### config.mk
export PLATFORM = sky130hd
export DESIGN_NAME = asrc_ctrl
export DESIGN_NICKNAME = d
export VERILOG_FILES = /design/src/core/asrc_pkg.sv /design/src/core/asrc_ctrl.sv
export VERILOG_INCLUDE_DIRS = /design/src /design/src/core
export SDC_FILE = /design/constraint.sdc
export NUM_CORES = 1
export LEC_CHECK = 0
export BUFFER_PORTS_ARGS = -buffer_cell sky130_fd_sc_hd__buf_2
export CORE_ASPECT_RATIO = 2
export CORE_MARGIN = 2
export CORE_UTILIZATION = 40
export CTS_CLUSTER_DIAMETER = 150
export CTS_CLUSTER_SIZE = 25
export DETAILED_ROUTE_END_ITERATION = 7
export SETUP_SLACK_MARGIN = 0.2
export SKIP_CTS_REPAIR_TIMING = 1
export SLEW_MARGIN = 20
export SYNTH_ARGS = -nofsm -noshare
export SYNTH_HDL_FRONTEND = slang
export SYNTH_SLANG_ARGS = --single-unit
### constraint.sdc
create_clock -name mclk -period 3.05 [get_ports mclk]
set_clock_uncertainty 0.05 [all_clocks]
set_input_delay 0.4575 -clock mclk [delete_from_list [all_inputs] [get_ports mclk]]
set_output_delay 0.4575 -clock mclk [all_outputs]
set_load 0.005 [all_outputs]
### src/core/asrc_params.svh
// Timing figures and cycle counts for the static memory controller
`ifndef ASRC_PARAMS_SVH
`define ASRC_PARAMS_SVH
`define ASRC_CLK_PERIOD_NS 50
// Slow grade figures in ns, the safer default
`define ASRC_WRITE_PULSE_MIN_NS 50
`define ASRC_SELECT_TO_WRITE_END_MIN_NS 60
`define ASRC_ADDRESS_TO_WRITE_END_MIN_NS 60
`define ASRC_DATA_OVERLAP_MIN_NS 30
`define ASRC_WRITE_TO_FLOAT_MAX_NS 25
`define ASRC_DISABLE_TO_FLOAT_MAX_NS 25
`define ASRC_READ_CYCLE_MIN_NS 70
`define ASRC_ACCESS_MAX_NS 70
`define ASRC_DESELECT_TO_RETAIN_MIN_NS 0
// Least times round up to whole cycles, never below one
`define ASRC_CYC_UP(ns) (((ns) + `ASRC_CLK_PERIOD_NS - 1) / `ASRC_CLK_PERIOD_NS)
`define ASRC_MAX1(x) (((x) < 1) ? 1 : (x))
`define ASRC_WP_FIXED_NS (`ASRC_DATA_OVERLAP_MIN_NS + `ASRC_WRITE_TO_FLOAT_MAX_NS)
`define ASRC_WP_NS ((`ASRC_WP_FIXED_NS > `ASRC_SELECT_TO_WRITE_END_MIN_NS) ? \
  `ASRC_WP_FIXED_NS : `ASRC_SELECT_TO_WRITE_END_MIN_NS)
`define ASRC_WRITE_CYC `ASRC_MAX1(`ASRC_CYC_UP(`ASRC_WP_NS))
`define ASRC_FLOAT_CYC `ASRC_MAX1(`ASRC_CYC_UP(`ASRC_DISABLE_TO_FLOAT_MAX_NS))
`define ASRC_READ_CYC `ASRC_MAX1(`ASRC_CYC_UP(`ASRC_ACCESS_MAX_NS))
`define ASRC_CYCLE_CYC `ASRC_MAX1(`ASRC_CYC_UP(`ASRC_READ_CYCLE_MIN_NS))
`define ASRC_RECOVER_CYC `ASRC_CYCLE_CYC
`define ASRC_ADDR_W 19
`define ASRC_DATA_W 8
`endif

### src/core/asrc_pkg.sv
// Types for the static memory controller
package asrc_pkg;
  typedef enum logic [2:0] {
    ASRC_IDLE = 3'b000,
    ASRC_WSET = 3'b001,
    ASRC_WPUL = 3'b010,
    ASRC_WEND = 3'b011,
    ASRC_RACC = 3'b100,
    ASRC_RGAP = 3'b101,
    ASRC_RETN = 3'b110,
    ASRC_RCOV = 3'b111
  } asrc_state_t;
endpackage : asrc_pkg

### src/core/asrc_ctrl.sv
// Controller driving an asynchronous 512K x 8 static memory over its pins
// Function
// - Never drive the shared bus while the memory may still drive it.
// - With output enable held low, write pulse covers overlap plus float time.
// - Write overlap lasts at least 40 or 50 ns by grade.
// - Select held from its fall to write end at least 50 or 60 ns.
// - Address stable until write end at least 50 or 60 ns.
// - Write data valid at least 25 or 30 ns before write end.
// - Retention may begin immediately after deselect.
// - After retention, wait one read cycle time before any access.
`include "asrc_params.svh"
module asrc_ctrl
  import asrc_pkg::*;
#(
  parameter int ADDR_W = `ASRC_ADDR_W,
  parameter int DATA_W = `ASRC_DATA_W,
  parameter int WRITE_CYC = `ASRC_WRITE_CYC,
  parameter int FLOAT_CYC = `ASRC_FLOAT_CYC,
  parameter int READ_CYC = `ASRC_READ_CYC,
  parameter int CYCLE_CYC = `ASRC_CYCLE_CYC,
  parameter int RECOVER_CYC = `ASRC_RECOVER_CYC
) (
  input wire logic mclk,
  input wire logic rst_b,
  input wire logic req_valid,
  input wire logic req_write,
  input wire logic [ADDR_W-1:0] req_addr,
  input wire logic [DATA_W-1:0] req_wdata,
  input wire logic retain_req,
  output logic req_ready,
  output logic rd_valid,
  output logic [DATA_W-1:0] rd_data,
  output logic retained,
  output logic [ADDR_W-1:0] word_address,
  output logic select_b,
  output logic write_b,
  output logic out_en_b,
  input wire logic [DATA_W-1:0] shared_byte_bus_in,
  output logic [DATA_W-1:0] shared_byte_bus_out,
  output logic shared_byte_bus_oe_b
);

  // Refuse settings the sequencer cannot serve; counters reach 256 cycles at most
  if (ADDR_W != `ASRC_ADDR_W || DATA_W != `ASRC_DATA_W) begin : g_bad_width
    $error("asrc_ctrl: address and data widths are fixed by the memory");
  end
  if (WRITE_CYC < 1 || WRITE_CYC > 256) begin : g_bad_write
    $error("asrc_ctrl: write pulse count out of range");
  end
  if (FLOAT_CYC < 1 || FLOAT_CYC > 256) begin : g_bad_float
    $error("asrc_ctrl: float gap count out of range");
  end
  if (READ_CYC < 1 || READ_CYC > 256) begin : g_bad_read
    $error("asrc_ctrl: read access count out of range");
  end
  if (CYCLE_CYC < 1 || CYCLE_CYC > 256) begin : g_bad_cycle
    $error("asrc_ctrl: cycle time count out of range");
  end
  if (RECOVER_CYC < 1 || RECOVER_CYC > 256) begin : g_bad_recover
    $error("asrc_ctrl: recovery count out of range");
  end

  // Eight bit counters cover every default count with room to spare
  localparam int CNT_W = 8;

  asrc_state_t state_q;
  logic [CNT_W-1:0] cnt_q;
  logic [CNT_W-1:0] cyc_q;
  logic ready_w;

  // A new access waits for idle and for the previous cycle time to elapse
  // Retention also blocks launches so select stays high throughout
  assign ready_w = (state_q == ASRC_IDLE) && (cyc_q == '0) && !retain_req;

  // Sequencer; write timing with output enable kept high so memory never drives
  always_ff @(posedge mclk or negedge rst_b) begin
    if (!rst_b) begin
      state_q <= ASRC_IDLE;
      cnt_q <= '0;
    end else begin
      case (state_q)
        ASRC_IDLE: begin
          // Retention wins over a waiting request
          if (retain_req) begin
            state_q <= ASRC_RETN;
          end else if (req_valid && ready_w) begin
            state_q <= req_write ? ASRC_WSET : ASRC_RACC;
            cnt_q <= req_write ? CNT_W'(WRITE_CYC - 1) : CNT_W'(READ_CYC - 1);
          end
        end
        ASRC_WSET: begin
          state_q <= ASRC_WPUL;
        end
        ASRC_WPUL: begin
          if (cnt_q == '0) begin
            state_q <= ASRC_WEND;
          end else begin
            cnt_q <= cnt_q - 1'b1;
          end
        end
        ASRC_WEND: begin
          // Select rises one cycle after write strobe, so the write ends on write_b
          state_q <= ASRC_IDLE;
        end
        ASRC_RACC: begin
          if (cnt_q == '0) begin
            state_q <= ASRC_RGAP;
            cnt_q <= CNT_W'(FLOAT_CYC - 1);
          end else begin
            cnt_q <= cnt_q - 1'b1;
          end
        end
        ASRC_RGAP: begin
          // Memory may still drive after output disable
          if (cnt_q == '0) begin
            state_q <= ASRC_IDLE;
          end else begin
            cnt_q <= cnt_q - 1'b1;
          end
        end
        ASRC_RETN: begin
          // Select stays high; the memory ignores every other pin here
          if (!retain_req) begin
            state_q <= ASRC_RCOV;
            cnt_q <= CNT_W'(RECOVER_CYC - 1);
          end
        end
        ASRC_RCOV: begin
          // A full read cycle time passes before the next select
          if (cnt_q == '0) begin
            state_q <= ASRC_IDLE;
          end else begin
            cnt_q <= cnt_q - 1'b1;
          end
        end
        default: begin
          state_q <= ASRC_IDLE;
        end
      endcase
    end
  end

  // Cycle time counter started at each access launch
  always_ff @(posedge mclk or negedge rst_b) begin
    if (!rst_b) begin
      cyc_q <= '0;
    end else if (state_q == ASRC_IDLE && req_valid && ready_w) begin
      cyc_q <= CNT_W'(CYCLE_CYC - 1);
    end else if (cyc_q != '0) begin
      cyc_q <= cyc_q - 1'b1;
    end
  end

  // Address and write data latched at launch, held through the write end
  // Holding them until select rise gives address and data hold at least one cycle of margin after write_b rises
  always_ff @(posedge mclk or negedge rst_b) begin
    if (!rst_b) begin
      word_address <= '0;
      shared_byte_bus_out <= '0;
    end else if (state_q == ASRC_IDLE && req_valid && ready_w) begin
      word_address <= req_addr;
      shared_byte_bus_out <= req_wdata;
    end
  end

  // Pin strobes; select drops one cycle before write strobe
  always_ff @(posedge mclk or negedge rst_b) begin
    if (!rst_b) begin
      select_b <= 1'b1;
      write_b <= 1'b1;
      out_en_b <= 1'b1;
      shared_byte_bus_oe_b <= 1'b1;
    end else begin
      select_b <= !(state_q == ASRC_IDLE && req_valid && ready_w) &&
                  !(state_q inside {ASRC_WSET, ASRC_WPUL, ASRC_RACC});
      write_b <= !(state_q == ASRC_WSET) && !(state_q == ASRC_WPUL && cnt_q != '0);
      out_en_b <= !(state_q == ASRC_IDLE && req_valid && ready_w && !req_write) &&
                  !(state_q == ASRC_RACC && cnt_q != '0);
      // Drive data only while out_en_b is high and a write is framed
      shared_byte_bus_oe_b <= !(state_q == ASRC_IDLE && req_valid && ready_w &&
                                req_write) && !(state_q inside {ASRC_WSET, ASRC_WPUL});
    end
  end

  // Sample read data on the last access cycle, after access time
  // Output enable rises at the sampling edge itself, so the byte is still driven
  always_ff @(posedge mclk or negedge rst_b) begin
    if (!rst_b) begin
      rd_valid <= 1'b0;
      rd_data <= '0;
    end else begin
      rd_valid <= (state_q == ASRC_RACC && cnt_q == '0);
      if (state_q == ASRC_RACC && cnt_q == '0) begin
        rd_data <= shared_byte_bus_in;
      end
    end
  end

  // Status outputs registered
  // req_ready drops after a take so a held request is not launched twice
  always_ff @(posedge mclk or negedge rst_b) begin
    if (!rst_b) begin
      req_ready <= 1'b0;
      retained <= 1'b0;
    end else begin
      req_ready <= ready_w && !(req_valid && req_ready);
      retained <= (state_q == ASRC_RETN);
    end
  end

endmodule : asrc_ctrl

==> impl_metrics.csv, run 1 <==
group,metric,value,unit
run_status,status,"completed",
setup_path,crit_start,"cyc_q[0]",
timing,drv_slew,0,
global_routing,grt_pass1_wl,9784,µm
layout,fin_nets,355,
logic_synthesis,synth_mux_area_share,17.29,%
power_and_ir_drop,p_comb_share,29.3,%
timing,fin_crit_sh,75.19,%
die,initial_core_util,40.89,%
die,die_w,63.10,µm
setup_path,crit_path_start_kind,"flip-flop",
layout,areaGrowthSynthToFinish,28.93,%
timing,tns,0,ns
timing,period_needed,2.293,ns
setup_path,cp_cell_sequence,"inv_1 > ha_1 > nor3b_1 > nand4_1 > buf_4 > o211ai_4 > mux2_2",
global_routing,grt_pass1_vias,2132,
die,core.rowCount,43,
timing,fmax,436.1,MHz
layout,drive_gt1_share,47.95,%
clock_network,h-tree-depth,3,
clock_network,cts_sinks,61,
route,drc,0,
global_routing,grt_remaining_overflow,0,
layout,final_cell_area,0.003602,mm²
timing,setup_ws,0.7567,ns
power_and_ir_drop,power.internal,2.210,mW
clock_network,clk_pin_slew,0.05,ns
route,wirelength_met1,2400,µm
timing,tightest_slew,0.8382,ns
timing,hold_viol_final,0,
logic_synthesis,ys_ff_latch,61,
logic_synthesis,ys_seq_area_share,54.81,%
power_and_ir_drop,peakVddDrop,0.0004168,V
timing,setup_viol,0,
layout,antennaDiodeCount,0,
min_path,hold_class,"in -> async",
power_and_ir_drop,seq_power_share,39.3,%
route,drt_iter0_drc,99,
timing,slew_headroom,44.12,%
global_routing,grt_use_total,16.33,%
layout,fillers,638,
clock_network,cts-root-buf,"clkbuf_16",
setup_path,crit_type,"reg -> reg",
logic_synthesis,syn_nets,268,
placement,place_area,0.003291,mm²
placement,pre_cts_ws,0.7702,ns
layout,mostFrequentLayoutCells,"buf_2, dfrtp_1, mux2_2",
logic_synthesis,synth-simple-area-share,12.40,%
route,drt_first_pass_iters,4,
run,drv_cap,0,
logic_synthesis,netlist_instances,225,
route,vias_per_cell,4.931,
logic_synthesis,syn_area,0.002794,mm²
logic_synthesis,yosysWarnings,0,
setup_path,max_stage_delay,0.44,ns
route,ant_nets,0,
clock_network,clk_latency,0.33,ns
timing,rsz0062_at_grt,"false",
placement,place.gp.congestion,0.7684,
route,highest_layer,"met4",
power_and_ir_drop,power.switching,1.047,mW
logic_synthesis,synth_xor_area_share,1.254,%
route,vias,2007,
route,drt-wirelength-per-cell,13.28,µm
setup_path,required,3.21,ns
die,core-area,0.006833,mm²
die,io_pins,82,
setup_path,endpoint_kind,"flip-flop",
power_and_ir_drop,powerDensity,904.3,mW/mm²
logic_synthesis,synth.distinct_cells,49,
die,die_h,122.2,µm
clock_network,clock_path_buffers,2,
logic_synthesis,async_flop_share,100.0,%
setup_path,crit_fanout,16,
logic_synthesis,synth_compound_area_share,9.315,%
logic_synthesis,synthFlopType,"dfrtp_1",
layout,seq_area,0.001531,mm²
power_and_ir_drop,switching_share,32.15,%
setup_path,critPathSlowestCell,"nor3b_1",
clock_network,cts_made_buffers,9,
timing,whs,0.1866,ns
route,wl_met2,2482,µm
logic_synthesis,synth.avg_cell_area,12.42,µm²
clock_network,cts_tree,"yes",
placement,io_buffers,81,
power_and_ir_drop,power,3.257,mW
placement,dp_hpwl,3961,µm
setup_path,cp.arrival,2.45,ns
power_and_ir_drop,p_leak,1.843,nW
logic_synthesis,synthAdderAreaFrac,1.343,%
route,routed_wl,5404,µm
layout,multi_input_area,0.001162,mm²
route,met3WireLength,400,µm
layout,layout_commonest_cell,"buf_2",
global_routing,antenna_found_initial,0,
die,die_area,0.007710,mm²
setup_path,rr_startpoint,"cyc_q[0]",
global_routing,grt_max_degree,40,
power_and_ir_drop,pwr-share-clk,31.4,%
logic_synthesis,synth_top_family_by_area,"multiplexers",
logic_synthesis,synth_edf_count,0,
-- final cells by class --
| type | count | area share [%] |
|---|---|---|
| clock buffers | 11 | 7.016 |
| clock inverters | 5 | 1.633 |
| inverters | 13 | 1.355 |
| multi-input cells | 142 | 32.27 |
| flip-flops and latches | 61 | 42.51 |
| well taps | 90 | 3.126 |
| repair buffers | 85 | 12.09 |
-- final timing paths --
| path | to | slack, ns | depth (start not counted) |
|---|---|---|---|
| hold reg to reg | req_ready | 0.41 | 1 |
| setup / recovery | cnt_q[1] | 0.76 | 7 |
| hold / removal | rd_data[4] | 0.19 | 1 |
| min in group mclk | shared_byte_bus_oe_b | 0.23 | 2 |
| setup reg to reg | cnt_q[1] | 0.76 | 7 |
| max in group asynchronous | state_q[0] | 2.07 | 2 |
-- sequential cells by signal, summed over array words and instances (netlist names), 3 cells and up --
signal,cells
shared_byte_bus_out,8
word_address,19
state_q,3
rd_data,8
cyc_q,8
cnt_q,8
-- critical path, delay by kind of cell (launching register included) --
family,cells,cell delay (ns)
buf+inv,2,0.36
flops,1,0.38
mux,1,0.37
compound gates,1,0.16
simple gates,2,0.64
fa+ha+maj,1,0.21
-- Yosys cell counts, types with 5 or more instances --
master	number	share of area [%]
dfrtp_1	57	51
buf_2	5	0.90
nor2_1	12	1.6
mux2_4	9	4.8
nor3_1	6	1.1
o21ai_0	5	0.90
mux2_2	30	12
inv_1	13	1.7
o221ai_1	5	1.6
nand2_1	14	1.9
-- through the flow --
stage	instances	util (%)
6_report	407	52.72
5_1_grt	407	52.72
4_1_cts	407	52.72
3_5_place_dp	391	48.16
3_3_place_gp	391	48.16
2_1_floorplan	225	-
-- cell families after synthesis --
logic type | count (synthesis)
adders and majority gates | 3
xor gates and xnor gates | 4
muxes | 40
and+or+nand+nor | 62
DFF | 61
AOI/OAI and AO/OA | 33
buffers and inverters | 22
-- metal layers --
layer | vias up | GRT usage, %
met2 | 72 | 23.87
met4 | 0 | 9.028
met3 | 13 | 6.371
met5 | - | 0
li1 | 979 | -
met1 | 943 | 20.62
-- power by group through the flow --
stage	Combinational, mW	Sequential [mW]	Clock, mW
final	0.955	1.28	1.02
after global routing	1.10	1.32	1.08
after CTS	0.967	1.28	1.05
after detailed placement	0.965	1.28	0
after global placement	0.946	1.28	0
after floorplan	0.743	1.21	0
Note: power is estimated with default switching activity, not from simulation.
==> run 2: changes to the inputs <==
- ABC_AREA: unset -> 1
- clock period: 3.05 -> 2.3 ns (I/O delays scaled with it)
==> impl_metrics.csv, run 2 <==
group,metric,value,unit
route,drt-wirelength-per-cell,11.22,µm
global_routing,antenna_found_initial,0,
route,drc,0,
timing,fin_crit_sh,78.51,%
clock_network,cts_tree,"yes",
placement,pre_cts_ws,0.4841,ns
clock_network,cts_sinks,61,
logic_synthesis,ys_ff_latch,61,
power_and_ir_drop,peakVddDrop,0.0006934,V
run_status,failed_checks,"hold timing",
layout,antennaDiodeCount,0,
setup_path,endpoint_kind,"flip-flop",
global_routing,grt_max_degree,39,
logic_synthesis,async_flop_share,100.0,%
timing,setup_viol,0,
die,die_area,0.008343,mm²
timing,tns,0,ns
timing,fmax,553.8,MHz
logic_synthesis,synth.distinct_cells,36,
timing,drv_slew,0,
layout,areaGrowthSynthToFinish,27.86,%
logic_synthesis,synth.avg_cell_area,8.798,µm²
logic_synthesis,syn_area,0.003035,mm²
clock_network,clock_path_buffers,2,
placement,dp_hpwl,4278,µm
layout,final_cell_area,0.003881,mm²
layout,drive_gt1_share,33.94,%
global_routing,grt_remaining_overflow,0,
layout,regMostFlops,"word_address",
die,core.rowCount,45,
route,vias,2419,
timing,period_needed,1.806,ns
timing,rsz0062_at_grt,"false",
run,drv_cap,0,
clock_network,clk_latency,0.32,ns
run_status,status,"finished with violations",
layout,fin_nets,477,
timing,setup_ws,0.4942,ns
logic_synthesis,synthFlopType,"dfrtp_1",
logic_synthesis,ys_seq_area_share,50.45,%
layout,largest_reg_flops,19,
global_routing,grt_pass1_wl,10490,µm
layout,finish.utilization,51.83,%
setup_path,crit_type,"reg -> reg",
die,initial_core_util,40.53,%
die,io_pins,82,
logic_synthesis,yosysWarnings,0,
setup_path,required,2.44,ns
global_routing,grt_pass1_vias,2355,
logic_synthesis,synthTopCellsByArea,"dfrtp_1, nand2_1, inv_1",
route,ant_nets,0,
logic_synthesis,synth_area_leader_cell,"dfrtp_1",
placement,place_area,0.003540,mm²
logic_synthesis,synth.most_common_cell,"nand2_1",
die,die_h,127.2,µm
clock_network,cts_made_buffers,9,
logic_synthesis,syn_nets,388,
route,drt_iter0_drc,110,
clock_network,h-tree-depth,3,
timing,whs,-0.03194,ns
route,vias_per_cell,4.538,
logic_synthesis,netlist_instances,345,
timing,tightest_slew,0.5686,ns
placement,place.gp.congestion,0.8471,
power_and_ir_drop,p_leak,2.126,nW
clock_network,cts-root-buf,"clkbuf_16",
route,drt_first_pass_iters,4,
min_path,hold_class,"in -> async",
placement,io_buffers,81,
logic_synthesis,synth_edf_count,0,
logic_synthesis,netlist.area_leader.share,46.99,%
layout,layout_commonest_cell,"nand2_1",
global_routing,grt_use_total,16.14,%
setup_path,crit_path_start_kind,"flip-flop",
timing,hold_viol_final,20,
route,routed_wl,5980,µm
die,die_w,65.60,µm
setup_path,cp.arrival,1.94,ns
die,core-area,0.007488,mm²
setup_path,crit_fanout,35,
layout,mostFrequentLayoutCells,"nand2_1, buf_2, dfrtp_1",
timing,slew_headroom,62.09,%
logic_synthesis,synth_common_cells,"nand2_1, dfrtp_1, inv_1, o21ai_0",
power_and_ir_drop,powerDensity,1384,mW/mm²
clock_network,clk_pin_slew,0.05,ns
-- run 2: cell count changes in the layout (fill, tap and decap cells not counted), moves of 11 or more --
cell,change
nand2_1,+87
inv_1,+35
mux2_2,-30
o21ai_0,+15
nand2_4,+14
nand3_1,+12
o21ai_2,+11
-- run 2: area by class of cell --
class / instances / area, µm²
clock inverter: 4 / 95.09
fill: 695 / 3607
tap: 94 / 117.6
sequential: 61 / 1531
timing repair buffer: 84 / 440.4
multi-input combinational: 224 / 1245
inverter: 54 / 205.2
clock buffer: 12 / 246.5
-- run 2: worst paths after layout --
kind / startpoint / endpoint / slack [ns] / cells past startpoint
min: rst_b / word_address[2] / -0.03 / 1
max reg2reg: cyc_q[0] / word_address[5] / 0.49 / 8
min in group mclk: shared_byte_bus_in[1] / rd_data[1] / 0.16 / 3
max: cyc_q[0] / word_address[5] / 0.49 / 8
max in group asynchronous: rst_b / out_en_b / 1.58 / 2
min reg2reg: req_ready / req_ready / 0.39 / 1
-- run 2: per-layer routing --
layer | GRT usage, % | up-vias | routed length [µm]
li1 | - | 1254 | -
met1 | 22.67 | 1071 | 2911
met2 | 22.33 | 86 | 2538
met3 | 4.665 | 8 | 410
met4 | 8.701 | 0 | 119
met5 | 0 | - | 0
-- run 2: through the flow --
stage | total power, mW | cells
floorplan | 3.214 | 345
global placement | 3.842 | 517
finish | 5.372 | 533
global route | 5.805 | 533
detailed placement | 3.854 | 517
CTS | 5.446 | 533
-- run 2: worst max-delay path, cell delays in order, from the launching register on --
cell and delay (ns):
dfrtp_1 0.37, inv_1 0.09, ha_1 0.19, nand2_1 0.10, nor2_4 0.21, nand3_4 0.18
buf_4 0.30, nand2_1 0.09, o21ai_0 0.08
-- run 2: kinds of logic (layout without fill, tap and decap cells) --
family / Yosys count / in the layout / synth area share [%]
adder cells (fa/ha/maj): 3 / 3 / 1.237
buffers and inverters: 60 / 154 / 8.532
flip-flops: 61 / 61 / 50.45
AND/OR/NAND/NOR: 168 / 168 / 27.82
AO/OA/AOI/OAI: 46 / 46 / 9.934
XOR/XNOR: 7 / 7 / 2.020
-- run 2: power by group --
part | leakage [nW] | switching (mW) | internal, mW
Clock | 0.167 | 0.460 | 1.09
Sequential | 0.784 | 0.307 | 1.52
Combinational | 1.18 | 1.19 | 0.812
